## config.mk

```make
export PLATFORM = sky130hd
export DESIGN_NAME = hfa_host
export DESIGN_NICKNAME = d
export VERILOG_FILES = /design/src/shared/hfa_pkg.sv /design/src/logic/hfa_sync.sv /design/src/logic/hfa_host.sv
export VERILOG_INCLUDE_DIRS = /design/src /design/src/shared
export SDC_FILE = /design/constraint.sdc
export NUM_CORES = 1
export LEC_CHECK = 0
export BUFFER_PORTS_ARGS = -buffer_cell sky130_fd_sc_hd__buf_2
export CAP_MARGIN = 20
export CELL_PAD_IN_SITES_DETAIL_PLACEMENT = 1
export CELL_PAD_IN_SITES_GLOBAL_PLACEMENT = 1
export CORE_UTILIZATION = 45
export DETAILED_ROUTE_END_ITERATION = 6
export GPL_TIMING_DRIVEN = 0
export PLACE_DENSITY = 0.84
export SYNTH_ARGS = -nofsm -noshare
export SYNTH_HDL_FRONTEND = slang
export SYNTH_SLANG_ARGS = --single-unit
```

## constraint.sdc

```tcl
create_clock -name clk -period 6.9 [get_ports clk]
set_input_delay 1.38 -clock clk [delete_from_list [all_inputs] [get_ports clk]]
set_output_delay 1.38 -clock clk [all_outputs]
set_load 0.05 [all_outputs]
```

## src/shared/hfa_defs.svh

```systemverilog
/*
 Timing constants and pin layout for the host-side controller of an 8-bit
 half-flash converter. Assumes a 125 MHz system clock.
*/
// Functional notes
// - Host picks the mode: long read waits, short read is pipelined.
// - Pipelined: a further read is needed to fetch each result.
// - Pipelined: host leaves at least 2.5 us between reads.
// - Wait request is open drain only; it needs an external pull-up.
// - Host allows 2 us conversion plus 500 ns recovery between samples.
// - Host holds chip select low for every access it intends.
`ifndef HFA_DEFS_SVH
`define HFA_DEFS_SVH
`define HFA_CLK_MHZ 125
`define HFA_TCONV_NS 2000
`define HFA_TREC_NS 500
`define HFA_TPIPE_NS 2500
`define HFA_TSETUP_NS 16
`define HFA_SETUP_CYC ((`HFA_TSETUP_NS * `HFA_CLK_MHZ + 999) / 1000)
`define HFA_REC_CYC ((`HFA_TREC_NS * `HFA_CLK_MHZ + 999) / 1000)
`define HFA_PIPE_CYC ((`HFA_TPIPE_NS * `HFA_CLK_MHZ + 999) / 1000)
`define HFA_TOUT_CYC ((2 * `HFA_TCONV_NS * `HFA_CLK_MHZ + 999) / 1000)
`define HFA_SHORT_CYC 4
`define HFA_CNT_W 10
`define HFA_CH_W 3
`endif

```

## src/shared/hfa_pkg.sv

```systemverilog
/*
 Types shared by the host controller. Assumes hfa_defs.svh is on the path.
*/
package hfa_pkg;
	typedef enum logic [2:0] {
		HFA_IDLE,
		HFA_SETUP,
		HFA_STROBE,
		HFA_WAITR,
		HFA_RECOVER
	} hfa_state_e;
	typedef logic [7:0] hfa_data_t;
	typedef logic [2:0] hfa_chan_t;
endpackage : hfa_pkg

```

## src/logic/hfa_sync.sv

```systemverilog
/*
 Two-flop synchroniser for a bundle of pin inputs. Assumes one clock.
*/
`timescale 1ns/10ps
module hfa_sync #(
	parameter int W = 1
) (
	input wire logic clk,
	input wire logic nrst,
	input wire logic [W-1:0] d,
	output logic [W-1:0] q
);
	logic [W-1:0] stage1;
	logic [W-1:0] next_stage1;
	logic [W-1:0] next_q;

	always_comb
	begin
		next_stage1 = d;
		next_q = stage1;
	end

	always_ff @(posedge clk)
	begin
		if (!nrst)
		begin
			stage1 <= '0;
			q <= '0;
		end
		else
		begin
			stage1 <= next_stage1;
			q <= next_q;
		end
	end
endmodule : hfa_sync

```

## src/logic/hfa_host.sv

```systemverilog
/*
 Host controller that drives a clockless 8-bit half-flash converter through
 its chip select, read strobe and channel address pins, in wait mode or in
 pipelined mode. Assumes the converter's result bus, done flag and pulled-up
 wait line arrive asynchronously; all three are synchronised here.
*/
`timescale 1ns/10ps
`include "hfa_defs.svh"
module hfa_host (
	input wire logic clk,
	input wire logic nrst,
	input wire logic req_valid,
	output logic req_ready,
	input wire logic req_pipelined,
	input wire hfa_pkg::hfa_chan_t req_channel,
	output logic rsp_valid,
	output hfa_pkg::hfa_data_t rsp_data,
	output hfa_pkg::hfa_chan_t rsp_channel,
	output logic rsp_timeout,
	output logic chip_select_n,
	output logic read_strobe_n,
	output logic channel_sel_bit0,
	output logic channel_sel_bit1,
	output logic channel_sel_bit2,
	input wire logic [7:0] result_bus,
	input wire logic conversion_done_n,
	input wire logic wait_request_in
);
	import hfa_pkg::*;

	// ****************************************************************
	// Input synchronisation
	// ****************************************************************
	logic [9:0] pins_s;
	hfa_sync #(.W(10)) u_sync (
		.clk(clk),
		.nrst(nrst),
		.d({wait_request_in, conversion_done_n, result_bus}),
		.q(pins_s)
	);
	logic done_s;
	logic wait_s;
	hfa_data_t bus_s;
	assign bus_s = pins_s[7:0];
	assign done_s = !pins_s[8];
	// The wait line is open drain; with no pull-up it floats, so done is
	// the authority and wait only shortens the wait when it is present.
	assign wait_s = pins_s[9];

	// ****************************************************************
	// Access sequencer
	// ****************************************************************
	hfa_state_e state;
	hfa_state_e next_state;
	logic [`HFA_CNT_W-1:0] cnt;
	logic [`HFA_CNT_W-1:0] next_cnt;
	logic pipe;
	logic next_pipe;
	hfa_chan_t chan;
	hfa_chan_t next_chan;
	hfa_chan_t prev_chan;
	hfa_chan_t next_prev_chan;
	logic cs_n;
	logic next_cs_n;
	logic rd_n;
	logic next_rd_n;
	logic vld;
	logic next_vld;
	logic tout;
	logic next_tout;
	hfa_data_t data;
	hfa_data_t next_data;
	hfa_chan_t rch;
	hfa_chan_t next_rch;
	logic fresh;
	logic next_fresh;

	function automatic logic [`HFA_CNT_W-1:0] cyc(input int n);
		cyc = `HFA_CNT_W'(n);
	endfunction : cyc

	always_comb
	begin
		next_state = state;
		next_cnt = (cnt != '0) ? cnt - cyc(1) : cnt;
		next_pipe = pipe;
		next_chan = chan;
		next_prev_chan = prev_chan;
		next_cs_n = cs_n;
		next_rd_n = rd_n;
		next_vld = 1'b0;
		next_tout = tout;
		next_data = data;
		next_rch = rch;
		next_fresh = fresh;
		case (state)
			HFA_IDLE:
			begin
				if (req_valid)
				begin
					next_pipe = req_pipelined;
					next_chan = req_channel;
					next_cs_n = 1'b0;
					next_cnt = cyc(`HFA_SETUP_CYC);
					next_state = HFA_SETUP;
				end
			end
			HFA_SETUP:
			begin
				if (cnt == '0)
				begin
					next_rd_n = 1'b0;
					next_cnt = pipe ? cyc(`HFA_SHORT_CYC)
						: cyc(`HFA_TOUT_CYC);
					next_fresh = 1'b0;
					next_state = pipe ? HFA_STROBE : HFA_WAITR;
				end
			end
			HFA_STROBE:
			begin
				if (cnt == '0)
				begin
					next_data = bus_s;
					next_rch = prev_chan;
					next_prev_chan = chan;
					next_vld = 1'b1;
					next_tout = 1'b0;
					next_rd_n = 1'b1;
					next_cs_n = 1'b1;
					next_cnt = cyc(`HFA_PIPE_CYC);
					next_state = HFA_RECOVER;
				end
			end
			HFA_WAITR:
			begin
				// Done may still be low from a conversion that an earlier
				// pipelined read started, since it only rises at a rising strobe or select
				// edge. It counts once seen high in this read; until then
				// only a released wait line can end the read early.
				if (!done_s)
					next_fresh = 1'b1;
				if ((done_s && fresh)
					|| (wait_s && cnt < cyc(`HFA_TOUT_CYC - 4)))
				begin
					next_data = bus_s;
					next_rch = chan;
					next_prev_chan = chan;
					next_vld = 1'b1;
					next_tout = 1'b0;
					next_rd_n = 1'b1;
					next_cs_n = 1'b1;
					next_cnt = cyc(`HFA_REC_CYC);
					next_state = HFA_RECOVER;
				end
				else if (cnt == '0)
				begin
					next_tout = 1'b1;
					next_rd_n = 1'b1;
					next_cs_n = 1'b1;
					next_cnt = cyc(`HFA_REC_CYC);
					next_state = HFA_RECOVER;
				end
			end
			HFA_RECOVER:
			begin
				if (cnt == '0)
					next_state = HFA_IDLE;
			end
			default:
			begin
				next_state = HFA_IDLE;
				next_cs_n = 1'b1;
				next_rd_n = 1'b1;
			end
		endcase
	end

	always_ff @(posedge clk)
	begin
		if (!nrst)
		begin
			state <= HFA_IDLE;
			cnt <= '0;
			pipe <= 1'b0;
			chan <= '0;
			prev_chan <= '0;
			cs_n <= 1'b1;
			rd_n <= 1'b1;
			vld <= 1'b0;
			tout <= 1'b0;
			data <= '0;
			rch <= '0;
			fresh <= 1'b0;
		end
		else
		begin
			state <= next_state;
			cnt <= next_cnt;
			pipe <= next_pipe;
			chan <= next_chan;
			prev_chan <= next_prev_chan;
			cs_n <= next_cs_n;
			rd_n <= next_rd_n;
			vld <= next_vld;
			tout <= next_tout;
			data <= next_data;
			rch <= next_rch;
			fresh <= next_fresh;
		end
	end

	// ****************************************************************
	// Outputs
	// ****************************************************************
	assign req_ready = (state == HFA_IDLE);
	assign chip_select_n = cs_n;
	assign read_strobe_n = rd_n;
	assign channel_sel_bit0 = chan[0];
	assign channel_sel_bit1 = chan[1];
	assign channel_sel_bit2 = chan[2];
	assign rsp_valid = vld;
	assign rsp_data = data;
	assign rsp_channel = rch;
	assign rsp_timeout = tout;

	// ****************************************************************
	// Checks
	// ****************************************************************
	a_strobe_in_select: assert property (@(posedge clk) disable iff (!nrst)
		!rd_n |-> !cs_n) else $error("Read strobe outside chip select.");
	a_pipe_short_read: assert property (@(posedge clk) disable iff (!nrst)
		$fell(rd_n) && pipe |-> !rd_n [*5] ##1 rd_n)
		else $error("Pipelined read not short.");
	a_pipe_spacing: assert property (@(posedge clk) disable iff (!nrst)
		$rose(cs_n) && pipe |-> cs_n [*8])
		else $error("Pipelined reads too close.");
	a_recover_gap: assert property (@(posedge clk) disable iff (!nrst)
		$rose(rd_n) |-> ##[64:314] (state == HFA_IDLE))
		else $error("Recovery interval wrong.");
	a_addr_stable: assert property (@(posedge clk) disable iff (!nrst)
		!cs_n && !$fell(cs_n) |-> $stable(chan))
		else $error("Address changed during access.");
	a_wait_ends_done: assert property (@(posedge clk) disable iff (!nrst)
		state == HFA_WAITR && done_s && fresh |=> vld && rd_n)
		else $error("Wait read not ended at done.");
	a_setup_before: assert property (@(posedge clk) disable iff (!nrst)
		$fell(cs_n) |-> rd_n [*2])
		else $error("Strobe before select setup.");
	a_pipe_data: assert property (@(posedge clk) disable iff (!nrst)
		state == HFA_STROBE && cnt == '0 |=> rsp_data == $past(bus_s))
		else $error("Pipelined data not captured.");
	c_wait_read: cover property (@(posedge clk) disable iff (!nrst)
		state == HFA_WAITR && done_s);
	c_pipe_read: cover property (@(posedge clk) disable iff (!nrst)
		state == HFA_STROBE && cnt == '0);
	c_timeout: cover property (@(posedge clk) disable iff (!nrst)
		$rose(tout));
endmodule : hfa_host

```

## Word-level counts from Yosys, hierarchy flattened

Cells that the tools add are included.
W data, S select, Z words.

- Output and inout bits: 19
- Register bits: 56
- Bits in latches: 0
- Input port bits: 17
- Memory bits (read-only): 0
- Memories kept: 0
- Memory bits (writable): 0

- Eq/ne operators: 11
- Div/mod/pow operators: 0
- Shift operators: 0
- Order comparisons: 1
- Reductions and logical operators: 18
- Multiplexer cells: 39
- $mul: 0
- Bitwise logic cells: 2
- $add $sub $neg: 1

Operators by type and width:

| cell | count |
|---|---|
| $mux W10 | 6 |
| $pmux W10 S4 | 1 |
| $mux W3 | 8 |
| $mux W8 | 2 |
| $pmux W8 S2 | 1 |
| $pmux W3 S5 | 1 |
| $mux W1 | 12 |
| $pmux W3 S2 | 2 |
| $reduce_and A3 Y1 | 4 |
| $logic_not A10 Y1 | 1 |
| $lt A10 B9 Y1 const B | 1 |
| $ne A2 B2 Y1 const B | 5 |
| $reduce_bool A10 Y1 | 1 |
| $sub A10 B1 Y10 const B | 1 |
| $mux W9 | 1 |
| $pmux W1 S4 | 2 |
| $eq A3 B2 Y1 const B | 2 |
| $pmux W1 S2 | 3 |
| $reduce_and A2 Y1 | 3 |
| $reduce_bool A2 Y1 | 2 |
| $reduce_or A2 Y1 | 2 |
| $eq A3 B1 Y1 const B | 1 |
| $eq A3 B3 Y1 const B | 1 |
| $logic_not A3 Y1 | 1 |
| 6 further kinds | 8 |

## Logic depth before layout (Yosys ltp)

Gate-level depths: netlist of run 1.

- Depth in word-level cells: 5
- Gate-level depth with buffers: 10

## Cells and area by module

A second synthesis of run 1 with hierarchy kept.

- Cells, all modules: 289
- Area total of the unflattened synthesis: 2547.4 um^2

Modules (own cells, without submodules):

| module | area each (um^2) | instances | cells an instance |
|---|---|---|---|
| hfa_host | 1985.7 | 1 | 247 |
| hfa_sync | 561.8 | 1 | 42 |

## Worst setup path after synthesis of run 1

No wires, ideal clock.

- Path kind: register to output
- Start point: register state[1]
- End point: output port req_ready
- Required time: 5.520 ns
- Cell stages (with the launch flop): 4
- Buffers on the path: 1
- Setup slack: 4.106 ns
- Arrival time: 1.414 ns
- Cells stage by stage: dfxtp_1 -> or2_2 -> clkbuf_1 -> nor2_1

- Longest elaborated chain between the ends: 1

Ends and longest elaborated chain:

| item | line | RTL |
|---|---|---|
| start: declaration | hfa_host.sv:53 | `hfa_state_e state;` |
| start signal: assignment | hfa_host.sv:197 | `state <= next_state;` |
| $logic_not A3 Y1 | hfa_host.sv:215 | `assign req_ready = (state == HFA_IDLE);` |
| end: declaration | hfa_host.sv:13 | `output logic req_ready,` |

Every way passes these cells.

## Worst setup path in the final report of run 1

- Start point: register state[2]
- End point: output port req_ready

The elaborated chain is that of the path after synthesis.

==> impl_metrics.toml, run 1 <==
[run_status]
outcome = "complete, no violations"

[floorplan]
fp.dieW_um = 75.4
io_pins = 36
core_region_area_mm2 = 0.00514
die-area_mm2 = 0.00568
fp-row-count = 26
die_y_um = 75.4
initial_utilization_pct = 47.2

[timing]
hold_violations = 0
finalSetupViolations = 0
final.period_utilization_pct = 43.8
maxSlewViolCount = 0
rsz0062_at_grt = "no"
min_period_ns = 3.02
worst_slew_pin_slew_ns = 0.648
max_freq_mhz = 331
slew_headroom_pct = 56.5
skew_ns = 0.00801
setup-tns-final_ns = 0

[yosys]
synth_area_leaders = "dfxtp_1, nand2_1, mux2i_1, and2_1, nor2_1"
ys.flop_type = "dfxtp_1"
synth_nets = 295
synth-seq-cells = 56
synth-edff-count = 0
yosysSeqAreaShare_pct = 46.3
syn_area_mm2 = 0.00242
syn_inst = 275
synth_area_leader_cell = "dfxtp_1"
syn-mean-instance-area_um2 = 8.81
synth_cell_types = 48
yosys.area.top_type_share_pct = 46.3
synth_warnings = 0
async_reset_ff_share_pct = 0

[worst_setup_path]
worstReg2RegStart = "cnt[0]"
crit_chain = "clkbuf_1 > clkbuf_1 > nor2_1 > buf_2"
critPathSlowestCell = "clkbuf_1"
required_ns = 5.52
crit_arrival_ns = 1.64
cp-end-kind = "output pin"
worstPathMaxFanout = 10
crit_path_frequent_cell = "clkbuf_1"
setup.worst_path.start_class = "flip-flop"
rr_worst_depth = 10
slowest_delay_ns = 0.39
reg2reg_to = "cnt[0]"
critPathCapture = "req_ready"
reg2reg_slack_ns = 4.20
critPathLaunch = "state[2]"
criticalPathCategory = "flip-flop to output pin"

[clocking]
cts_root_buffer = "clkbuf_8"
post_cts_buffers = 0
holdBufCountCts = 0
clock-sinks = 56
clock_path_buffers = 2
cts_made_buffers = 5
cts_tree = "done"
htreeDepth = 2
cts_resized = 0
clk-insertion-delay-late_ns = 0.32
path_clk_slew_ns = 0.11

[power]
clock_power_share_pct = 17.8
pwr_density_cell_mw_per_mm2 = 386
p_sw_share_pct = 42.3
seq_power_share_pct = 37.9
switching_power_mw = 0.454
finalPower_mw = 1.07
leakage_nw = 1.21
power.internal_mw = 0.620
ir_worst_vdd_v = 0.000173
p_comb_share_pct = 44.3

[global_route]
gr-total-overflow = 0
grt_pass1_wl_mm = 9.64
grt_pass1_vias = 2007
antenna_found_initial = 0
grt_max_degree = 20
grtUsageTotal_pct = 22.8

[run]
maxCapViolCount = 0

[detailed_routing]
drt_drc_violations_left = 0
viasPerCell = 5.39
drtAntennaViolNets = 0
drt-wirelength-per-cell_um = 15.5
drt-total-wl_mm = 6.01
initialDrtViolationCount = 134
first_pass_iters = 4
vias = 2091

[place]
numPortBuffers = 35
dp_hpwl_mm = 4.40
gp_congestion = 0.861

[layout]
fin_util_pct = 54.1
drive_gt1_share_pct = 18.2
most-common-layout-cells = "dfxtp_1, nand2_1, buf_2"
nets = 337
layout_commonest_cell = "dfxtp_1"
diodes = 0
area_growth_pct = 14.8

[worst_hold_path]
min_path_type = "flip-flop to flip-flop"
min_path_cells = 1
registers in the layout (all words and copies together) (netlist names), 3 cells and up:
register and count:
chan 3, prev_chan 3, state 3, u_sync.next_q 10
rsp_channel 3, rsp_data 8, u_sync.q 10, cnt 10
how the worst min path moves through the flow:
| stage | start | to | slack [ns] |
|---|---|---|---|
| floorplan | u_sync.next_q[0] | u_sync.q[0] | 0.41 |
| global placement | u_sync.next_q[8] | u_sync.q[8] | 0.41 |
| detailed placement | u_sync.next_q[0] | u_sync.q[0] | 0.42 |
| CTS | u_sync.next_q[0] | u_sync.q[0] | 0.45 |
| global route | u_sync.next_q[8] | u_sync.q[8] | 0.45 |
| finish | u_sync.next_q[5] | u_sync.q[5] | 0.44 |
synthesized netlist by cell type, drive strengths merged (3+ instances only):
| library cell | instances |
|---|---|
| a21oi | 16 |
| a221oi | 3 |
| and2 | 20 |
| buf | 4 |
| clkbuf | 14 |
| dfxtp | 56 |
| ha | 3 |
| inv | 6 |
| mux2 | 3 |
| mux2i | 15 |
| nand2 | 44 |
| nand2b | 5 |
| nand3 | 4 |
| nor2 | 22 |
| nor2b | 4 |
| nor3 | 8 |
| o21a | 3 |
| o21ai | 13 |
| or2 | 3 |
critical path: cells and delay by family, from the launching register on:
kind	cells	cell delay, ns
simple gates	1	0.09
buf+inv	3	0.93
flops	1	0.32
through the flow:
stage               hold WS, ns  std cells  setup WS (ns)  cell area, um2
CTS                       0.447        388           3.86            2780
detailed placement        0.420        380           4.23            2690
floorplan                 0.412        275           4.11            2420
global route              0.455        388           3.77            2780
global placement          0.414        380           4.23            2690
finish                    0.439        388           3.88            2780
layer usage:
metal | global-route usage, % | vias up | part of all wire, %
met5 | 0 | - | 0
met4 | 7.61 | 0 | 1.2
met3 | 3.44 | 7 | 4.0
met2 | 39.5 | 43 | 50
met1 | 29.2 | 1018 | 45
li1 | - | 1023 | -
power by group through the flow:
stage / Combinational [mW] / Clock, mW / Sequential (mW)
2_1_floorplan: 0.343 / 0 / 0.431
3_3_place_gp: 0.461 / 0 / 0.412
3_5_place_dp: 0.472 / 0 / 0.414
4_1_cts: 0.477 / 0.194 / 0.407
5_1_grt: 0.529 / 0.205 / 0.415
6_report: 0.476 / 0.191 / 0.407
layout make-up:
cell class,instances,area (um2)
buffer,18,97.6
clock buffer,5,68.8
clock inverter,3,26.3
fill,658,2360
inverter,6,22.5
multi-input combinational,195,1180
sequential,56,1120
tap,70,87.6
timing repair buffer,35,175
logic make-up (layout without fill, tap and decap cells):
kind of cell	count (synthesis)	after routing	synth area share (%)
AOI/OAI and AO/OA	55	55	15.4
DFF	56	56	46.3
adders and majority gates	3	3	1.55
and+or+nand+nor	118	118	23.9
muxes	18	18	7.59
xor gates and xnor gates	1	1	0.361
buffers and inverters	24	67	4.96
No activity file was read; power rests on OpenSTA's default activity.
==> run 2, diff against run 1 <==
- ABC_AREA: default -> 1
- CORE_UTILIZATION: 45 -> 37
- PLACE_DENSITY: 0.84 -> 0.76
- clock period: 6.9 -> 2.46 ns (I/O delays scaled with it)
==> run 2 against run 1 <==
Compared with the run above:
- sequential share of layout area is 0.82 points lower
- area after synthesis is 2.6% higher
- design area is 2.1% higher
- register-to-register slack worse by 3.9 ns
- hold slack worse by 0.080 ns
- synthesized cell count is 23% higher
- non-clock buffer count is 8 lower
- die area is 24% higher
- sequential power grew to 2.9 times the previous value
- largest cell class is now flip-flops and latches
- largest power group unchanged
==> impl_metrics.toml, run 2 <==
[yosys]
synth_cell_types = 33
synth-seq-cells = 56
synth_warnings = 0
synthTopCellsByCount = "nand2_1, dfxtp_1, inv_1"
synth-edff-count = 0
yosysSeqAreaShare_pct = 45.1
syn-mean-instance-area_um2 = 7.38
syn_inst = 337
synth_nets = 357
synth_area_leaders = "dfxtp_1, nand2_1, o21ai_0, inv_1, nor2_1"
yosys.area.top_type_share_pct = 45.1
yosysMostFrequentCell = "nand2_1"
ys.flop_type = "dfxtp_1"
async_reset_ff_share_pct = 0
syn_area_mm2 = 0.00249
synth_area_leader_cell = "dfxtp_1"

[detailed_routing]
drt-wirelength-per-cell_um = 13.9
first_pass_iters = 4
drt_drc_violations_left = 0
vias = 2216
drt-total-wl_mm = 6.33
viasPerCell = 4.86
drtAntennaViolNets = 0
initialDrtViolationCount = 103

[clocking]
clk-insertion-delay-late_ns = 0.31
cts_resized = 0
holdBufCountCts = 0
path_clk_slew_ns = 0.10
cts_made_buffers = 5
htreeDepth = 2
clock-sinks = 56
post_cts_buffers = 0
cts_root_buffer = "clkbuf_8"
cts_tree = "done"
clock_path_buffers = 2

[timing]
finalSetupViolations = 0
setup-tns-final_ns = 0
min_period_ns = 2.17
slew_headroom_pct = 59.7
max_freq_mhz = 461
final.period_utilization_pct = 88.3
rsz0062_at_grt = "no"
skew_ns = 0.00496
worst_slew_pin_slew_ns = 0.605
hold_violations = 0
maxSlewViolCount = 0
setup_slack_ns = 0.289

[global_route]
gr-total-overflow = 0
grt_max_degree = 18
use_met2_pct = 34.1
antenna_found_initial = 0
use_met1_pct = 23.7
busiest_layer = "met2"
use_met3_pct = 3.17
grt_pass1_vias = 2182
grtUsageTotal_pct = 19.2
grt_pass1_wl_mm = 10.6

[floorplan]
io_pins = 36
initial_utilization_pct = 38.7
core_region_area_mm2 = 0.00642
fp.dieW_um = 84.0
die-area_mm2 = 0.00705
fp-row-count = 29
die_y_um = 84.0

[worst_setup_path]
crit_chain = "inv_1 > ha_1 > nand2_2 > nor2_4 > nand3_4 > buf_2 > ha_1 > or2_2 > a31oi_1"
reg2reg_to = "cnt[0]"
crit_arrival_ns = 2.41
cp-end-kind = "flip-flop"
critPathSlowestCell = "dfxtp_1"
worstReg2RegStart = "cnt[0]"
reg2reg_slack_ns = 0.29
slowest_delay_ns = 0.33
worstPathMaxFanout = 11
rr_worst_depth = 9
required_ns = 2.70
setup.worst_path.start_class = "flip-flop"
critPathLaunch = "cnt[0]"
critPathCapture = "cnt[0]"
crit_path_frequent_cell = "ha_1"
criticalPathCategory = "flip-flop to flip-flop"

[layout]
fill_cells = 826
ff_latch_area_mm2 = 0.00112
finalNonFillerCells = 456
layout_commonest_cell = "nand2_1"
drive_gt1_share_pct = 19.5
most-common-layout-cells = "nand2_1, dfxtp_1, inv_1"
stdcell_area_mm2 = 0.00284
diodes = 0
area_growth_pct = 14.2
multi_input_area_mm2 = 0.00107
nets = 398

[run]
maxCapViolCount = 0

[place]
dp_hpwl_mm = 4.84
gp_congestion = 0.858
place_area_mm2 = 0.00275
dp_slack_ns = 0.279
numPortBuffers = 34
placedCellCount = 448

[run_status]
outcome = "complete, no violations"

[power]
finalPower_mw = 3.44
ir_worst_vdd_v = 0.000496
leakage_nw = 1.52
pwr_density_cell_mw_per_mm2 = 1210

[worst_hold_path]
min_path_cells = 3
min_path_type = "primary input to flip-flop"
run 2: changes by cell type after synthesis, sizes merged, moves of 5 or more:
cell	previous run	this run
mux2i	15	0
and2	20	0
nand2b	5	0
inv	6	57
nand3	4	16
a21oi	16	24
clkbuf	14	4
nand4	1	6
nor2	22	42
o21ai	13	39
nand2	44	71
nor3	8	3
run 2: through the flow:
| step | hold slack [ns] | util [%] |
|---|---|---|
| floorplan | 0.390 | - |
| detailed placement | 0.402 | 42.9 |
| global placement | 0.393 | 42.9 |
| CTS | 0.350 | 44.2 |
| finish | 0.359 | 44.2 |
| global route | 0.357 | 44.2 |
run 2: area by class of cell:
type | count | area share (%)
buffer | 11 | 2.47
clock buffer | 6 | 2.56
clock inverter | 2 | 0.485
inverter | 58 | 7.76
multi-input combinational | 212 | 37.9
sequential | 56 | 39.5
tap | 77 | 3.39
timing repair buffer | 34 | 5.99
run 2: cell families after synthesis:
group / count (synthesis) / synth area share, %
xor gates and xnor gates: 2 / 0.705
DFF: 56 / 45.1
AOI/OAI and AO/OA: 68 / 14.4
and+or+nand+nor: 139 / 26.6
buffers and inverters: 69 / 11.7
adders and majority gates: 3 / 1.51
run 2: where the power goes:
group	leakage (nW)	internal, mW	switching, mW
sequential	0.459	1.06	0.100
clock	0.0456	0.204	0.302
combinational	1.02	0.544	1.23
total	1.52	1.81	1.63
run 2: worst min-delay path by stage:
stage                                start                to  slack, ns
after floorplan           u_sync.next_q[0]       u_sync.q[0]       0.39
after global placement    u_sync.next_q[3]       u_sync.q[3]       0.39
after detailed placement  u_sync.next_q[2]       u_sync.q[2]       0.40
after CTS                    result_bus[6]  u_sync.next_q[6]       0.35
after global routing         result_bus[3]  u_sync.next_q[3]       0.36
final                        result_bus[2]  u_sync.next_q[2]       0.36
run 2: critical path, delay by kind of cell (launching register included):
kind	cells	cell delay, ns
AO/OA/AOI/OAI	1	0.17
adder cells (fa/ha/maj)	2	0.53
flip-flops	1	0.33
buffers and inverters	2	0.38
AND/OR/NAND/NOR	4	0.70
run 2: layer usage:
layer  routed length, um  share of wire, %  up-vias
li1                    -                 -     1134
met1                2870                45     1037
met2                3200                51       40
met3                 202               3.2        5
met4                  55              0.87        0
met5                   0                 0        -
